`src/hw/acr_pkg.sv`:
```
// Purpose : Shared constants for the external-clock serial conversion link
// Assumes : One 250 MHz system clock at each end; serial clock made by the host
// Notes   : Link clock is sampled, never used as a clock
package acr_pkg;

  // ==========================================================
  // Control word
  localparam int          CTRL_BITS      = 8;
  localparam int          CTRL_START_POS = 7;
  localparam int          CTRL_EXT0_POS  = 0;
  localparam int          CTRL_EXT1_POS  = 1;
  localparam logic [4:0]  CTRL_MID_RST   = 5'h00;

  // ==========================================================
  // Result frame
  localparam int          RES_BITS       = 14;
  localparam int          FRAME_BITS     = 16;
  localparam int          TRAIL_BITS     = FRAME_BITS - RES_BITS;
  localparam logic [4:0]  FRAME_LAST     = 5'h0F;

  // ==========================================================
  // Timing
  localparam int          SYS_CLK_HZ     = 250_000_000;
  localparam int          SCLK_MAX_KHZ   = 2100;
  // Half period in system cycles, rounded up so the clock stays under the limit
  localparam int          SCLK_HALF_CYC  =
    (SYS_CLK_HZ + 2 * SCLK_MAX_KHZ * 1000 - 1) / (2 * SCLK_MAX_KHZ * 1000);
  localparam int          DIV_BITS       = 8;
  // Time the converter spends before the strobe falls, in serial clocks
  localparam int          CONV_SCLKS     = 2;
  localparam logic [3:0]  CONV_LAST      = 4'(CONV_SCLKS - 1);

  // ==========================================================
  // Pure decode used by the converter end
  function automatic logic acr_is_start(input logic [CTRL_BITS-1:0] w);
    return w[CTRL_START_POS] & w[CTRL_EXT1_POS] & w[CTRL_EXT0_POS];
  endfunction : acr_is_start

endpackage : acr_pkg

```
`src/hw/acr_if.sv`:
```
// Purpose : Five-wire serial link between host and converter
// Assumes : All lines are driven push-pull by one party
// Notes   : No clocking block; testbench joins both ends here
`timescale 1ns/10ps
interface acr_if;
  // ==========================================================
  // Link wires
  logic sclk;             // Serial clock from host
  logic sel_n;            // Device select, active low
  logic din;              // Host to converter
  logic dout;             // Converter to host
  logic conversion_strobe; // Falls when result is ready

  modport dev  (input sclk, input sel_n, input din, output dout, output conversion_strobe);
  modport host (output sclk, output sel_n, output din, input dout, input conversion_strobe);
endinterface : acr_if

```
`src/hw/acr_dev.sv`:
```
// Purpose : Converter end: takes the control word, strobes, shifts the result
// Assumes : Serial clock from host, sampled on CLK; SAMPLE is the conversion value
// Notes   : Analog conversion is modelled as a capture of SAMPLE
// How it works
// - Host drives one active-high serial clock
// - Bits taken only while select is low
// - Word 1xxxxx11 starts external-clock conversion
// - Strobe falls when result is ready
// - Sixteen bits, one per clock rising edge
// - Fourteen result bits then two trailing bits
// - Deselect disables interface until next start
// - Output changes on falling serial clock edges
// - Result shifted most significant bit first
// - Unipolar straight binary, bipolar twos complement
// - Serial clock at most 2.1 MHz
`timescale 1ns/10ps
module acr_dev (
  input  wire logic        CLK,
  input  wire logic        RST,
  input  wire logic        BIPOLAR,
  input  wire logic [13:0] SAMPLE,
  output logic [4:0]       MODE_BITS,
  output logic             CONV_START,
  acr_if.dev               LINK
);
  typedef enum logic [1:0] {D_CMD, D_CONV, D_SHIFT, D_OFF} acr_dst_t;

  // ==========================================================
  // State and helper signals
  acr_dst_t    st_q;
  logic        sclk_s1_q, sclk_s2_q, sclk_s3_q;
  logic        sel_s1_q, sel_s2_q;
  logic        din_s1_q, din_s2_q;
  logic [7:0]  cmd_q;
  logic [3:0]  cnt_q;
  logic [15:0] sh_q;
  logic        strb_q;
  logic [4:0]  mode_q;
  logic        start_q;
  logic        rise;      // Serial clock rose, seen here
  logic        fall;      // Serial clock fell, seen here
  logic        sel;       // Select held, synchronised
  logic [13:0] code;      // Converted value in its output coding
  logic [7:0]  cmd_next;  // Command word with the new bit in
  logic        cmd_take;  // Take one command bit now
  logic        start_hit; // Start word complete
  logic        conv_done; // Conversion time over
  logic        shift_out; // Next result bit to the pin
  logic        last_bit;  // Sixteenth bit taken by the host

  // ==========================================================
  // Input synchronisers
  // Three cycles of lag are small against a serial half period
  // Serial clock; third stage only for edge finding
  always_ff @(posedge CLK or posedge RST) begin
    if (RST) begin
      sclk_s1_q <= 1'b0;
      sclk_s2_q <= 1'b0;
      sclk_s3_q <= 1'b0;
    end else begin
      sclk_s1_q <= LINK.sclk;
      sclk_s2_q <= sclk_s1_q;
      sclk_s3_q <= sclk_s2_q;
    end
  end

  // Select resets released, so nothing is taken before the host asks
  always_ff @(posedge CLK or posedge RST) begin
    if (RST) begin
      sel_s1_q <= 1'b1;
      sel_s2_q <= 1'b1;
    end else begin
      sel_s1_q <= LINK.sel_n;
      sel_s2_q <= sel_s1_q;
    end
  end

  // Command data settles a half period before the rise that takes it
  always_ff @(posedge CLK or posedge RST) begin
    if (RST) begin
      din_s1_q <= 1'b0;
      din_s2_q <= 1'b0;
    end else begin
      din_s1_q <= LINK.din;
      din_s2_q <= din_s1_q;
    end
  end

  // Edge finders on the settled clock copy
  assign rise = sclk_s2_q && !sclk_s3_q;
  assign fall = !sclk_s2_q && sclk_s3_q;
  assign sel  = !sel_s2_q;

  // Bipolar code flips MSB of an offset sample into twos complement
  assign code = BIPOLAR ? {~SAMPLE[13], SAMPLE[12:0]} : SAMPLE;

  // ==========================================================
  // Frame decode
  // Every event is gated by select, so a deselect cuts any frame
  // Command word is cleared on deselect, so a start needs all 8 bits
  assign cmd_next  = {cmd_q[6:0], din_s2_q};
  assign cmd_take  = sel && (st_q == D_CMD) && rise;
  assign start_hit = cmd_take && acr_pkg::acr_is_start(cmd_next);
  assign conv_done = sel && (st_q == D_CONV) && fall && (cnt_q == acr_pkg::CONV_LAST);
  assign shift_out = sel && (st_q == D_SHIFT) && fall && (cnt_q != 4'h0);
  assign last_bit  = sel && (st_q == D_SHIFT) && rise && (cnt_q == acr_pkg::FRAME_LAST[3:0]);

  // ==========================================================
  // Frame sequencer
  // State register; deselect always wins so a cut frame re-arms
  // Once off, only a deselect brings the command stage back
  always_ff @(posedge CLK or posedge RST) begin
    if (RST) begin
      st_q <= D_CMD;
    end else if (!sel) begin
      st_q <= D_CMD;
    end else begin
      unique case (st_q)
        D_CMD: if (start_hit) begin
          st_q <= D_CONV;
        end
        D_CONV: if (conv_done) begin
          st_q <= D_SHIFT;
        end
        D_SHIFT: if (last_bit) begin
          st_q <= D_OFF;
        end
        D_OFF: st_q <= D_OFF;
      endcase
    end
  end

  // Command shifter, MSB first
  always_ff @(posedge CLK or posedge RST) begin
    if (RST) begin
      cmd_q <= 8'h00;
    end else if (!sel || st_q == D_OFF) begin
      cmd_q <= 8'h00;
    end else if (cmd_take) begin
      cmd_q <= cmd_next;
    end
  end

  // Counts serial falls while converting, then rises while reading
  // One counter serves both phases since they never overlap
  always_ff @(posedge CLK or posedge RST) begin
    if (RST) begin
      cnt_q <= 4'h0;
    end else if (!sel || start_hit || conv_done) begin
      cnt_q <= 4'h0;
    end else if (fall && st_q == D_CONV) begin
      cnt_q <= cnt_q + 4'h1;
    end else if (rise && st_q == D_SHIFT) begin
      cnt_q <= cnt_q + 4'h1;
    end
  end

  // Result shifter; first bit stands before the first rise
  // Moves only on falls, so the host's rise always sees a settled bit
  always_ff @(posedge CLK or posedge RST) begin
    if (RST) begin
      sh_q <= 16'h0000;
    end else if (conv_done) begin
      sh_q <= {code, {acr_pkg::TRAIL_BITS{1'b0}}};
    end else if (shift_out) begin
      sh_q <= {sh_q[14:0], 1'b0};
    end
  end

  // Strobe falls with the first result bit
  // Back high at the first read rise, ready for the next frame
  always_ff @(posedge CLK or posedge RST) begin
    if (RST) begin
      strb_q <= 1'b1;
    end else if (!sel) begin
      strb_q <= 1'b1;
    end else if (conv_done) begin
      strb_q <= 1'b0;
    end else if (rise && st_q == D_SHIFT) begin
      strb_q <= 1'b1;
    end
  end

  // Middle bits of the last start word
  // Kept across deselect so user logic may read them late
  always_ff @(posedge CLK or posedge RST) begin
    if (RST) begin
      mode_q <= acr_pkg::CTRL_MID_RST;
    end else if (start_hit) begin
      mode_q <= cmd_next[acr_pkg::CTRL_START_POS-1:acr_pkg::CTRL_EXT1_POS+1];
    end
  end

  // One-cycle pulse as a conversion begins
  always_ff @(posedge CLK or posedge RST) begin
    if (RST) begin
      start_q <= 1'b0;
    end else begin
      start_q <= start_hit;
    end
  end

  // ==========================================================
  // Outputs, all straight from flops
  // Result pin keeps its last bit while deselected; host ignores it
  assign LINK.dout              = sh_q[15];
  assign LINK.conversion_strobe = strb_q;
  assign MODE_BITS              = mode_q;
  assign CONV_START             = start_q;
endmodule : acr_dev

```
`src/flat_wrapper.sv`:
```
// flat-port wrapper written by rule: the top's interface ports become plain ports
module acr_dev_flat 
  (CLK, RST, BIPOLAR, SAMPLE, MODE_BITS, CONV_START, LINK_sclk, LINK_sel_n, LINK_din, LINK_dout, LINK_conversion_strobe);
  acr_if LINK_i ();
  input  wire logic CLK;
  input  wire logic RST;
  input  wire logic BIPOLAR;
  input  wire logic [13:0] SAMPLE;
  output logic [4:0] MODE_BITS;
  output logic CONV_START;
  input wire logic [$bits(LINK_i.sclk)-1:0] LINK_sclk;
  input wire logic [$bits(LINK_i.sel_n)-1:0] LINK_sel_n;
  input wire logic [$bits(LINK_i.din)-1:0] LINK_din;
  output wire logic [$bits(LINK_i.dout)-1:0] LINK_dout;
  output wire logic [$bits(LINK_i.conversion_strobe)-1:0] LINK_conversion_strobe;
  assign LINK_i.sclk = LINK_sclk;
  assign LINK_i.sel_n = LINK_sel_n;
  assign LINK_i.din = LINK_din;
  assign LINK_dout = LINK_i.dout;
  assign LINK_conversion_strobe = LINK_i.conversion_strobe;
  acr_dev u_core (.CLK(CLK), .RST(RST), .BIPOLAR(BIPOLAR), .SAMPLE(SAMPLE), .MODE_BITS(MODE_BITS), .CONV_START(CONV_START), .LINK(LINK_i));
endmodule
```
`config.mk`:
```
export PLATFORM = sky130hd
export DESIGN_NAME = acr_dev_flat
export DESIGN_NICKNAME = d
export VERILOG_FILES = /design/src/hw/acr_pkg.sv /design/src/hw/acr_if.sv /design/src/hw/acr_dev.sv /design/src/flat_wrapper.sv
export SDC_FILE = /design/constraint.sdc
export NUM_CORES = 1
export LEC_CHECK = 0
export BUFFER_PORTS_ARGS = -buffer_cell sky130_fd_sc_hd__buf_2
export CAP_MARGIN = 20
export CORE_ASPECT_RATIO = 2
export CORE_MARGIN = 1.5
export CORE_UTILIZATION = 59
export DETAILED_ROUTE_END_ITERATION = 16
export PLACE_DENSITY = 0.84
export SLEW_MARGIN = 20
export SYNTH_ARGS = -nofsm -noshare
export SYNTH_HDL_FRONTEND = slang
export SYNTH_SLANG_ARGS = --single-unit
```
`constraint.sdc`:
```
create_clock -name CLK -period 4.2 [get_ports CLK]
set_input_delay 0.63 -clock CLK [delete_from_list [all_inputs] [get_ports CLK]]
set_output_delay 0.63 -clock CLK [all_outputs]
set_load 0.01 [all_outputs]
```
==> metrics.md, run 1 <==
| Metric | Value |
|---|---|
| Number of max-cap violations | `0` |
| Nets | `slightly above 200` |
| Net Count, Synth | `175` |
| Setup CP Type | `register to register` |
| Max Slew Vio Count | `0` |
| Vias/cell | `approximately 6.2` |
| Number of setup violations in the final report | `0` |
| Fin crit share | `a little under half` |
| Worst setup EP type | `register` |
| CTS tree | `done` |
| FF+latch count, synth | `41` |
| Final Critical Period | `approximately 2.0 ns` |
| Total track usage | `24.75%` |
| Final wirelength | `3.672 mm` |
| Syn Area/Cell | `11.99 um2` |
| Fin Setup TNS | `0 ns` |
| Largest net degree at the start of global routing | `42` |
| P_sw | `0.1588 mW` |
| Cells after Synth | `152` |
| Die height | `81.58 um` |
| CTS clk-pin slew, worst paths | `~0.080 ns` |
| Root Driver | `clkbuf_8` |
| Worst-case clock skew | `about 0.009 ns` |
| Clk sinks | `41` |
| Placed cell areas | `between 1500 and 2000 um2` |
| Gp weighted congestion | `0.8414` |
| Critical path arrival | `2.25 ns` |
| Yosys top cell area share | `52.20%` |
| Internal power | `between 0.6 and 0.7 mW` |
| RSZ-0062 raised after global routing | `false` |
| Final instance area | `2113 um2` |
| Ant diodes | `0` |
| Hold Crit Class | `register to register` |
| Seq/Total Area, Yosys | `between 50% and 60%` |
| Slew HR | `about 46%` |
| Die ar. | `3450 um2` |
| Sw Ratio | `19.67%` |
| Drt first-iter violations | `between 50 and 60` |
| I/O pin cnt | `28` |
| Max Buffers Root-to-Sink | `2` |
| WHS | `roughly 0.36 ns` |
| Hold_buf cts | `0` |
| Synth-to-Final Area Change | `16.00%` |
| Per-cell routed wire length | `17.24 um` |
| Seq pwr share | `49.9%` |
| Synth Warn # | `0` |
| Setup bufs post-CTS | `0` |
| Tot Pwr | `0.8073 mW` |
| Grt ovf | `0` |
| Outcome | `finished, final reports clean` |
| Initial Utilization | `61.90%` |
| Vias post-DR | `1324` |
| Hold Vio Cnt, Final | `0` |
| Inserted Clock Buffers | `5` |
| Fraction of layout cells with a size suffix above 1 | `32.24%` |
| Synth area leader | `dfrtp_1` |
| Die Wd | `42.29 um` |
| H-Tree Depth | `2` |
| Dpl hpwl | `~2.5 mm` |
| Main area contributors after synthesis | `dfrtp_1 52%, a221o_1 6.6%, dfstp_2 4.3%` |
| Clock Latency Late Sink | `0.30 ns` |
| # port buffers | `27` |
| Setup crit start kind | `register` |
| Post-synth cell types | `37` |
| Row count | `28` |
| Final ANT Viol Nets | `0` |
| Mapped Area | `1822 um2` |
| Crit-path max FO | `13` |
| Fin util | `between 70% and 80%` |
| Post-CTS sizing | `0` |
| Least-Margin Pin Slew | `0.8008 ns` |
| Register-to-Register Setup Slack | `2.19 ns` |
| DRC viols | `0` |
| Clk pwr share | `a little under half` |
| Critical path required time | `roughly 4.4 ns` |
| Combinational power share | `3.5%` |
| Max VDD drop | `0.0003146 V` |
| LEAKAGE | `1.071 nW` |
| First-pass iteration count of the detailed router | `4` |
| Initial antenna violation count | `0` |
| Number of global-route vias before repair | `1388` |
| Pwr Density | `382.0 nW/um2` |
| First-pass GRT wire length | `about 6.3 mm` |
| Core Area | `between 2000 and 3000 um2` |
| Fmax | `between 400 and 500 MHz` |
-- cell type report --
class                      instances  area, um2
fill                             212      829.5
timing repair buffer              28      142.6
clock inverter                     3      68.82
inverter                           8      30.03
clock buffer                       5      68.82
multi-input combinational         98      735.7
sequential                        41       1030
tap                               30      37.54
-- worst max-delay path: stages (launching register included) --
cell and delay, ns:
dfrtp_1 0.42, inv_1 0.10, ha_1 0.20, and2_4 0.18, nand3_2 0.13, nor3_2 0.64, a221o_1 0.27
-- power by group through the flow --
stage          combinational [mW]  clock, mW  sequential (mW)
3_3_place_gp               0.0268          0            0.410
3_5_place_dp               0.0285          0            0.411
2_1_floorplan              0.0146          0            0.410
5_1_grt                    0.0318      0.400            0.404
6_report                   0.0280      0.376            0.403
4_1_cts                    0.0286      0.387            0.403
-- worst paths after layout --
path | startpoint | to | cells after the start
setup / recovery | u_core.cnt_q[1]$_DFFE_PP0P_ | u_core.sh_q[10]$_DFFE_PP0P_ | 6
hold / removal | u_core.sclk_s1_q$_DFF_PP0_ | u_core.sclk_s2_q$_DFF_PP0_ | 0
setup reg to reg | u_core.cnt_q[1]$_DFFE_PP0P_ | u_core.sh_q[10]$_DFFE_PP0P_ | 6
hold reg to reg | u_core.sclk_s1_q$_DFF_PP0_ | u_core.sclk_s2_q$_DFF_PP0_ | 0
max in group asynchronous | RST | u_core.LINK.conversion_strobe$_DFFE_PP1P_ | 3
min in group asynchronous | RST | u_core.CONV_START$_DFF_PP0_ | 3
-- cells by family after synthesis --
family	after synthesis	share of synthesized area, %
AO/OA/AOI/OAI	31	13.05
multiplexers	6	3.640
adder cells (fa/ha/maj)	3	2.061
buffers and inverters	13	3.503
XOR/XNOR	4	1.923
AND/OR/NAND/NOR	54	19.30
flip-flops	41	56.52
-- per-stage QoR --
step,std cells,setup WS [ns]
floorplan,152,2.590
global placement,205,2.204
detailed placement,205,2.083
CTS,213,2.026
global route,213,2.031
finish,213,2.189
-- per-layer routing --
| metal | global-route usage [%] | wire [um] | share of wire (%) |
|---|---|---|---|
| met5 | 0 | 0 | 0 |
| met4 | 16.88 | 138 | 3.8 |
| met3 | 5.275 | 124 | 3.4 |
| met2 | 44.46 | 2119 | 58 |
| met1 | 24.82 | 1289 | 35 |
-- layout by cell type, fill, tap and decap left out, types with 2 or more instances in the layout --
cell	instances
nand2_1	12
dfrtp_1	38
xnor2_1	2
buf_2	27
clkbuf_8	5
a21oi_1	9
and4bb_2	2
inv_1	8
dfstp_2	3
and3_1	9
xor2_1	2
ha_1	3
o211ai_1	2
nor2_1	8
and3_2	3
o21ai_0	3
a221o_1	12
nand3_1	9
mux2_2	5
bufinv_16	2
-- state kept, by name (all words and copies together) (netlist names) --
register / count
u_core.CONV_START: 1
u_core.LINK.conversion_strobe: 1
u_core.MODE_BITS: 5
u_core.cmd_q: 7
u_core.cnt_q: 4
u_core.din_s1_q: 1
u_core.din_s2_q: 1
u_core.sclk_s1_q: 1
u_core.sclk_s2_q: 1
u_core.sclk_s3_q: 1
u_core.sel_s1_q: 1
u_core.sel_s2_q: 1
u_core.sh_q: 14
u_core.st_q: 2
-- synth_stat cells (all sizes together) --
master,count
o211ai,2
nor3b,2
and2,1
a31oi,1
o2111ai,1
o311ai,1
o21ai,3
nand2,12
xor2,2
inv,8
buf,5
and4bb,2
nand4b,1
nand3,10
xnor2,2
a21oi,9
a221o,12
nor3,2
nor2,9
nand4,2
mux2,5
and2b,1
dfstp,3
o311a,1
o2bb2ai,1
dfrtp,38
ha,3
mux2i,1
and3,12
Power figures use the tool's default switching activity.
==> run 2: changes to the inputs <==
CORE_UTILIZATION = 55   (was 59)
PLACE_DENSITY = 0.8   (was 0.84)
clock period = 2.05 ns   (was 4.2 ns; I/O delays follow)
==> metrics.md, run 2 (synthesized netlist as in run 1, its figures left out) <==
| Metric | Value |
|---|---|
| Grt ovf | `0 (unchanged)` |
| Post-CTS sizing | `0 (unchanged)` |
| Fin crit share | `84.82% (+37 points)` |
| Nets | `209 (+2.0%)` |
| Commonest non-fill, non-tap cells in the layout | `38 x dfrtp_1, 27 x buf_2, 12 x nand2_1, 12 x a221o_1` |
| WHS | `0.1126 ns (-0.2424 ns)` |
| Crit-path max FO | `14 (+1)` |
| CTS clk-pin slew, worst paths | `0.07 ns (about the same)` |
| Final Critical Period | `1.739 ns (-0.2717 ns)` |
| Die Wd | `43.70 um (+3.3%)` |
| Internal power | `1.075 mW (+66%)` |
| Die height | `84.39 um (+3.4%)` |
| Least-Margin Pin Slew | `0.5318 ns (-0.2690 ns)` |
| CTS tree | `done` |
| Final wirelength | `3.413 mm (-7.1%)` |
| Max Slew Vio Count | `0 (unchanged)` |
| Final ANT Viol Nets | `0 (unchanged)` |
| Sw Ratio | `22.84% (+3.2 points)` |
| Final instance area | `2086 um2 (-1.3%)` |
| Outcome | `finished, final reports clean` |
| DRC viols | `0 (unchanged)` |
| Per-cell routed wire length | `15.66 um (-9.2%)` |
| Max VDD drop | `0.0004816 V (+53%)` |
| Row count | `29 (+3.6%)` |
| Total track usage | `21.03% (-3.7 points)` |
| Commonest non-fill, non-tap cell in the layout | `dfrtp_1` |
| Fin Setup TNS | `0 ns (unchanged)` |
| # port buffers | `27 (unchanged)` |
| Dpl hpwl | `2.457 mm (-2.8%)` |
| LEAKAGE | `1.071 nW (about the same)` |
| Ant diodes | `0 (unchanged)` |
| Post-route setup slack | `0.3111 ns (-1.878 ns)` |
| Die ar. | `3687 um2 (+6.9%)` |
| Inserted Clock Buffers | `5 (unchanged)` |
| Number of global-route vias before repair | `1367 (-1.5%)` |
| Setup CP Type | `register to register` |
| Largest net degree at the start of global routing | `42 (unchanged)` |
| Hold Vio Cnt, Final | `0 (unchanged)` |
| First-pass GRT wire length | `5.775 mm (-8.2%)` |
| Hold Crit Class | `primary input to register` |
| Setup bufs post-CTS | `0 (unchanged)` |
| Pwr Density | `667.8 nW/um2 (+75%)` |
| Gp weighted congestion | `0.8328 (-1.0%)` |
| Clk sinks | `41 (unchanged)` |
| Combinational power share | `4.2% (+0.7 points)` |
| Drt first-iter violations | `29 (-47%)` |
| Number of flip-flops in the largest register | `14 (unchanged)` |
| Critical path arrival | `1.91 ns (-0.34 ns)` |
| Setup WS pre-CTS | `0.3153 ns (-1.768 ns)` |
| H-Tree Depth | `2 (unchanged)` |
| I/O pin cnt | `28 (unchanged)` |
| Max Buffers Root-to-Sink | `2 (unchanged)` |
| First-pass iteration count of the detailed router | `4 (unchanged)` |
| P_sw | `0.3181 mW (+100%)` |
| Number of max-cap violations | `0 (unchanged)` |
| Core Area | `3157 um2 (+7.3%)` |
| RSZ-0062 raised after global routing | `false` |
| Vias/cell | `5.982 (-3.8%)` |
| Number of setup violations in the final report | `0 (unchanged)` |
| Hold_buf cts | `0 (unchanged)` |
| Fraction of layout cells with a size suffix above 1 | `33.16% (+0.91 points)` |
| Clk pwr share | `36.6% (-10 points)` |
| Clock Latency Late Sink | `0.29 ns (about the same)` |
| Tot Pwr | `1.393 mW (+73%)` |
| Placed cell areas | `1999 um2 (+1.6%)` |
| Seq pwr share | `59.3% (+9.4 points)` |
| Initial Utilization | `57.71% (-4.2 points)` |
| Fmax | `575.1 MHz (+16%)` |
| Critical path required time | `2.22 ns (-2.22 ns)` |
| Worst-case clock skew | `0.007013 ns (-0.001978 ns)` |
| Synth-to-Final Area Change | `14.49%` |
| Worst setup EP type | `register` |
| Largest register by flop count | `u_core.sh_q` |
| Setup crit start kind | `register` |
| Initial antenna violation count | `0 (unchanged)` |
| Slew HR | `64.55% (+18 points)` |
| Root Driver | `clkbuf_8` |
| Vias post-DR | `1304 (-1.5%)` |
## run 2: through the flow
step | cells | utilization [%]
finish | 218 | 66.07
global route | 218 | 66.07
detailed placement | 210 | 63.34
CTS | 218 | 66.07
floorplan | 152 | -
global placement | 210 | 63.34
## run 2: final timing paths
path | startpoint | end | slack, ns | depth (start not counted)
min | LINK_sel_n | u_core.sel_s1_q$_DFF_PP1_ | 0.11 | 1
min reg2reg | u_core.din_s1_q$_DFF_PP0_ | u_core.din_s2_q$_DFF_PP0_ | 0.35 | 0
max | u_core.cnt_q[0]$_DFFE_PP0P_ | u_core.sh_q[3]$_DFFE_PP0P_ | 0.31 | 5
max in group asynchronous | RST | u_core.sel_s1_q$_DFF_PP1_ | 1.55 | 3
min in group asynchronous | RST | u_core.sh_q[14]$_DFFE_PP0P_ | 0.12 | 3
max reg2reg | u_core.cnt_q[0]$_DFFE_PP0P_ | u_core.sh_q[3]$_DFFE_PP0P_ | 0.31 | 5
## run 2: worst max-delay path, cell delays in order, from the launching register on
cell,delay [ns]
dfrtp_1,0.42
inv_1,0.11
ha_1,0.15
inv_1,0.05
o311a_1,0.48
a221o_1,0.42
## run 2: power by group through the flow
stage / combinational (mW) / sequential (mW) / clock [mW]
global route: 0.0652 / 0.827 / 0.554
finish: 0.0578 / 0.826 / 0.509
CTS: 0.0595 / 0.826 / 0.526
global placement: 0.0567 / 0.841 / 0
detailed placement: 0.0596 / 0.841 / 0
floorplan: 0.0298 / 0.839 / 0
## run 2: cell type report
| cell class | count | area, um2 |
|---|---|---|
| repair buffers | 32 | 172.7 |
| clock buffers | 5 | 68.82 |
| multi-input cells | 98 | 728.2 |
| inverters | 8 | 30.03 |
| clock inverters | 3 | 17.52 |
| flip-flops and latches | 41 | 1030 |
| fillers | 255 | 1071 |
| well taps | 31 | 38.79 |
## run 2: layer usage
layer | vias up | share of wire, % | global-route usage (%)
met3 | 7 | 3.3 | 4.516
met2 | 33 | 56 | 35.83
li1 | 622 | - | -
met5 | - | 0 | 0
met4 | 0 | 2.7 | 12.40
met1 | 642 | 38 | 22.66
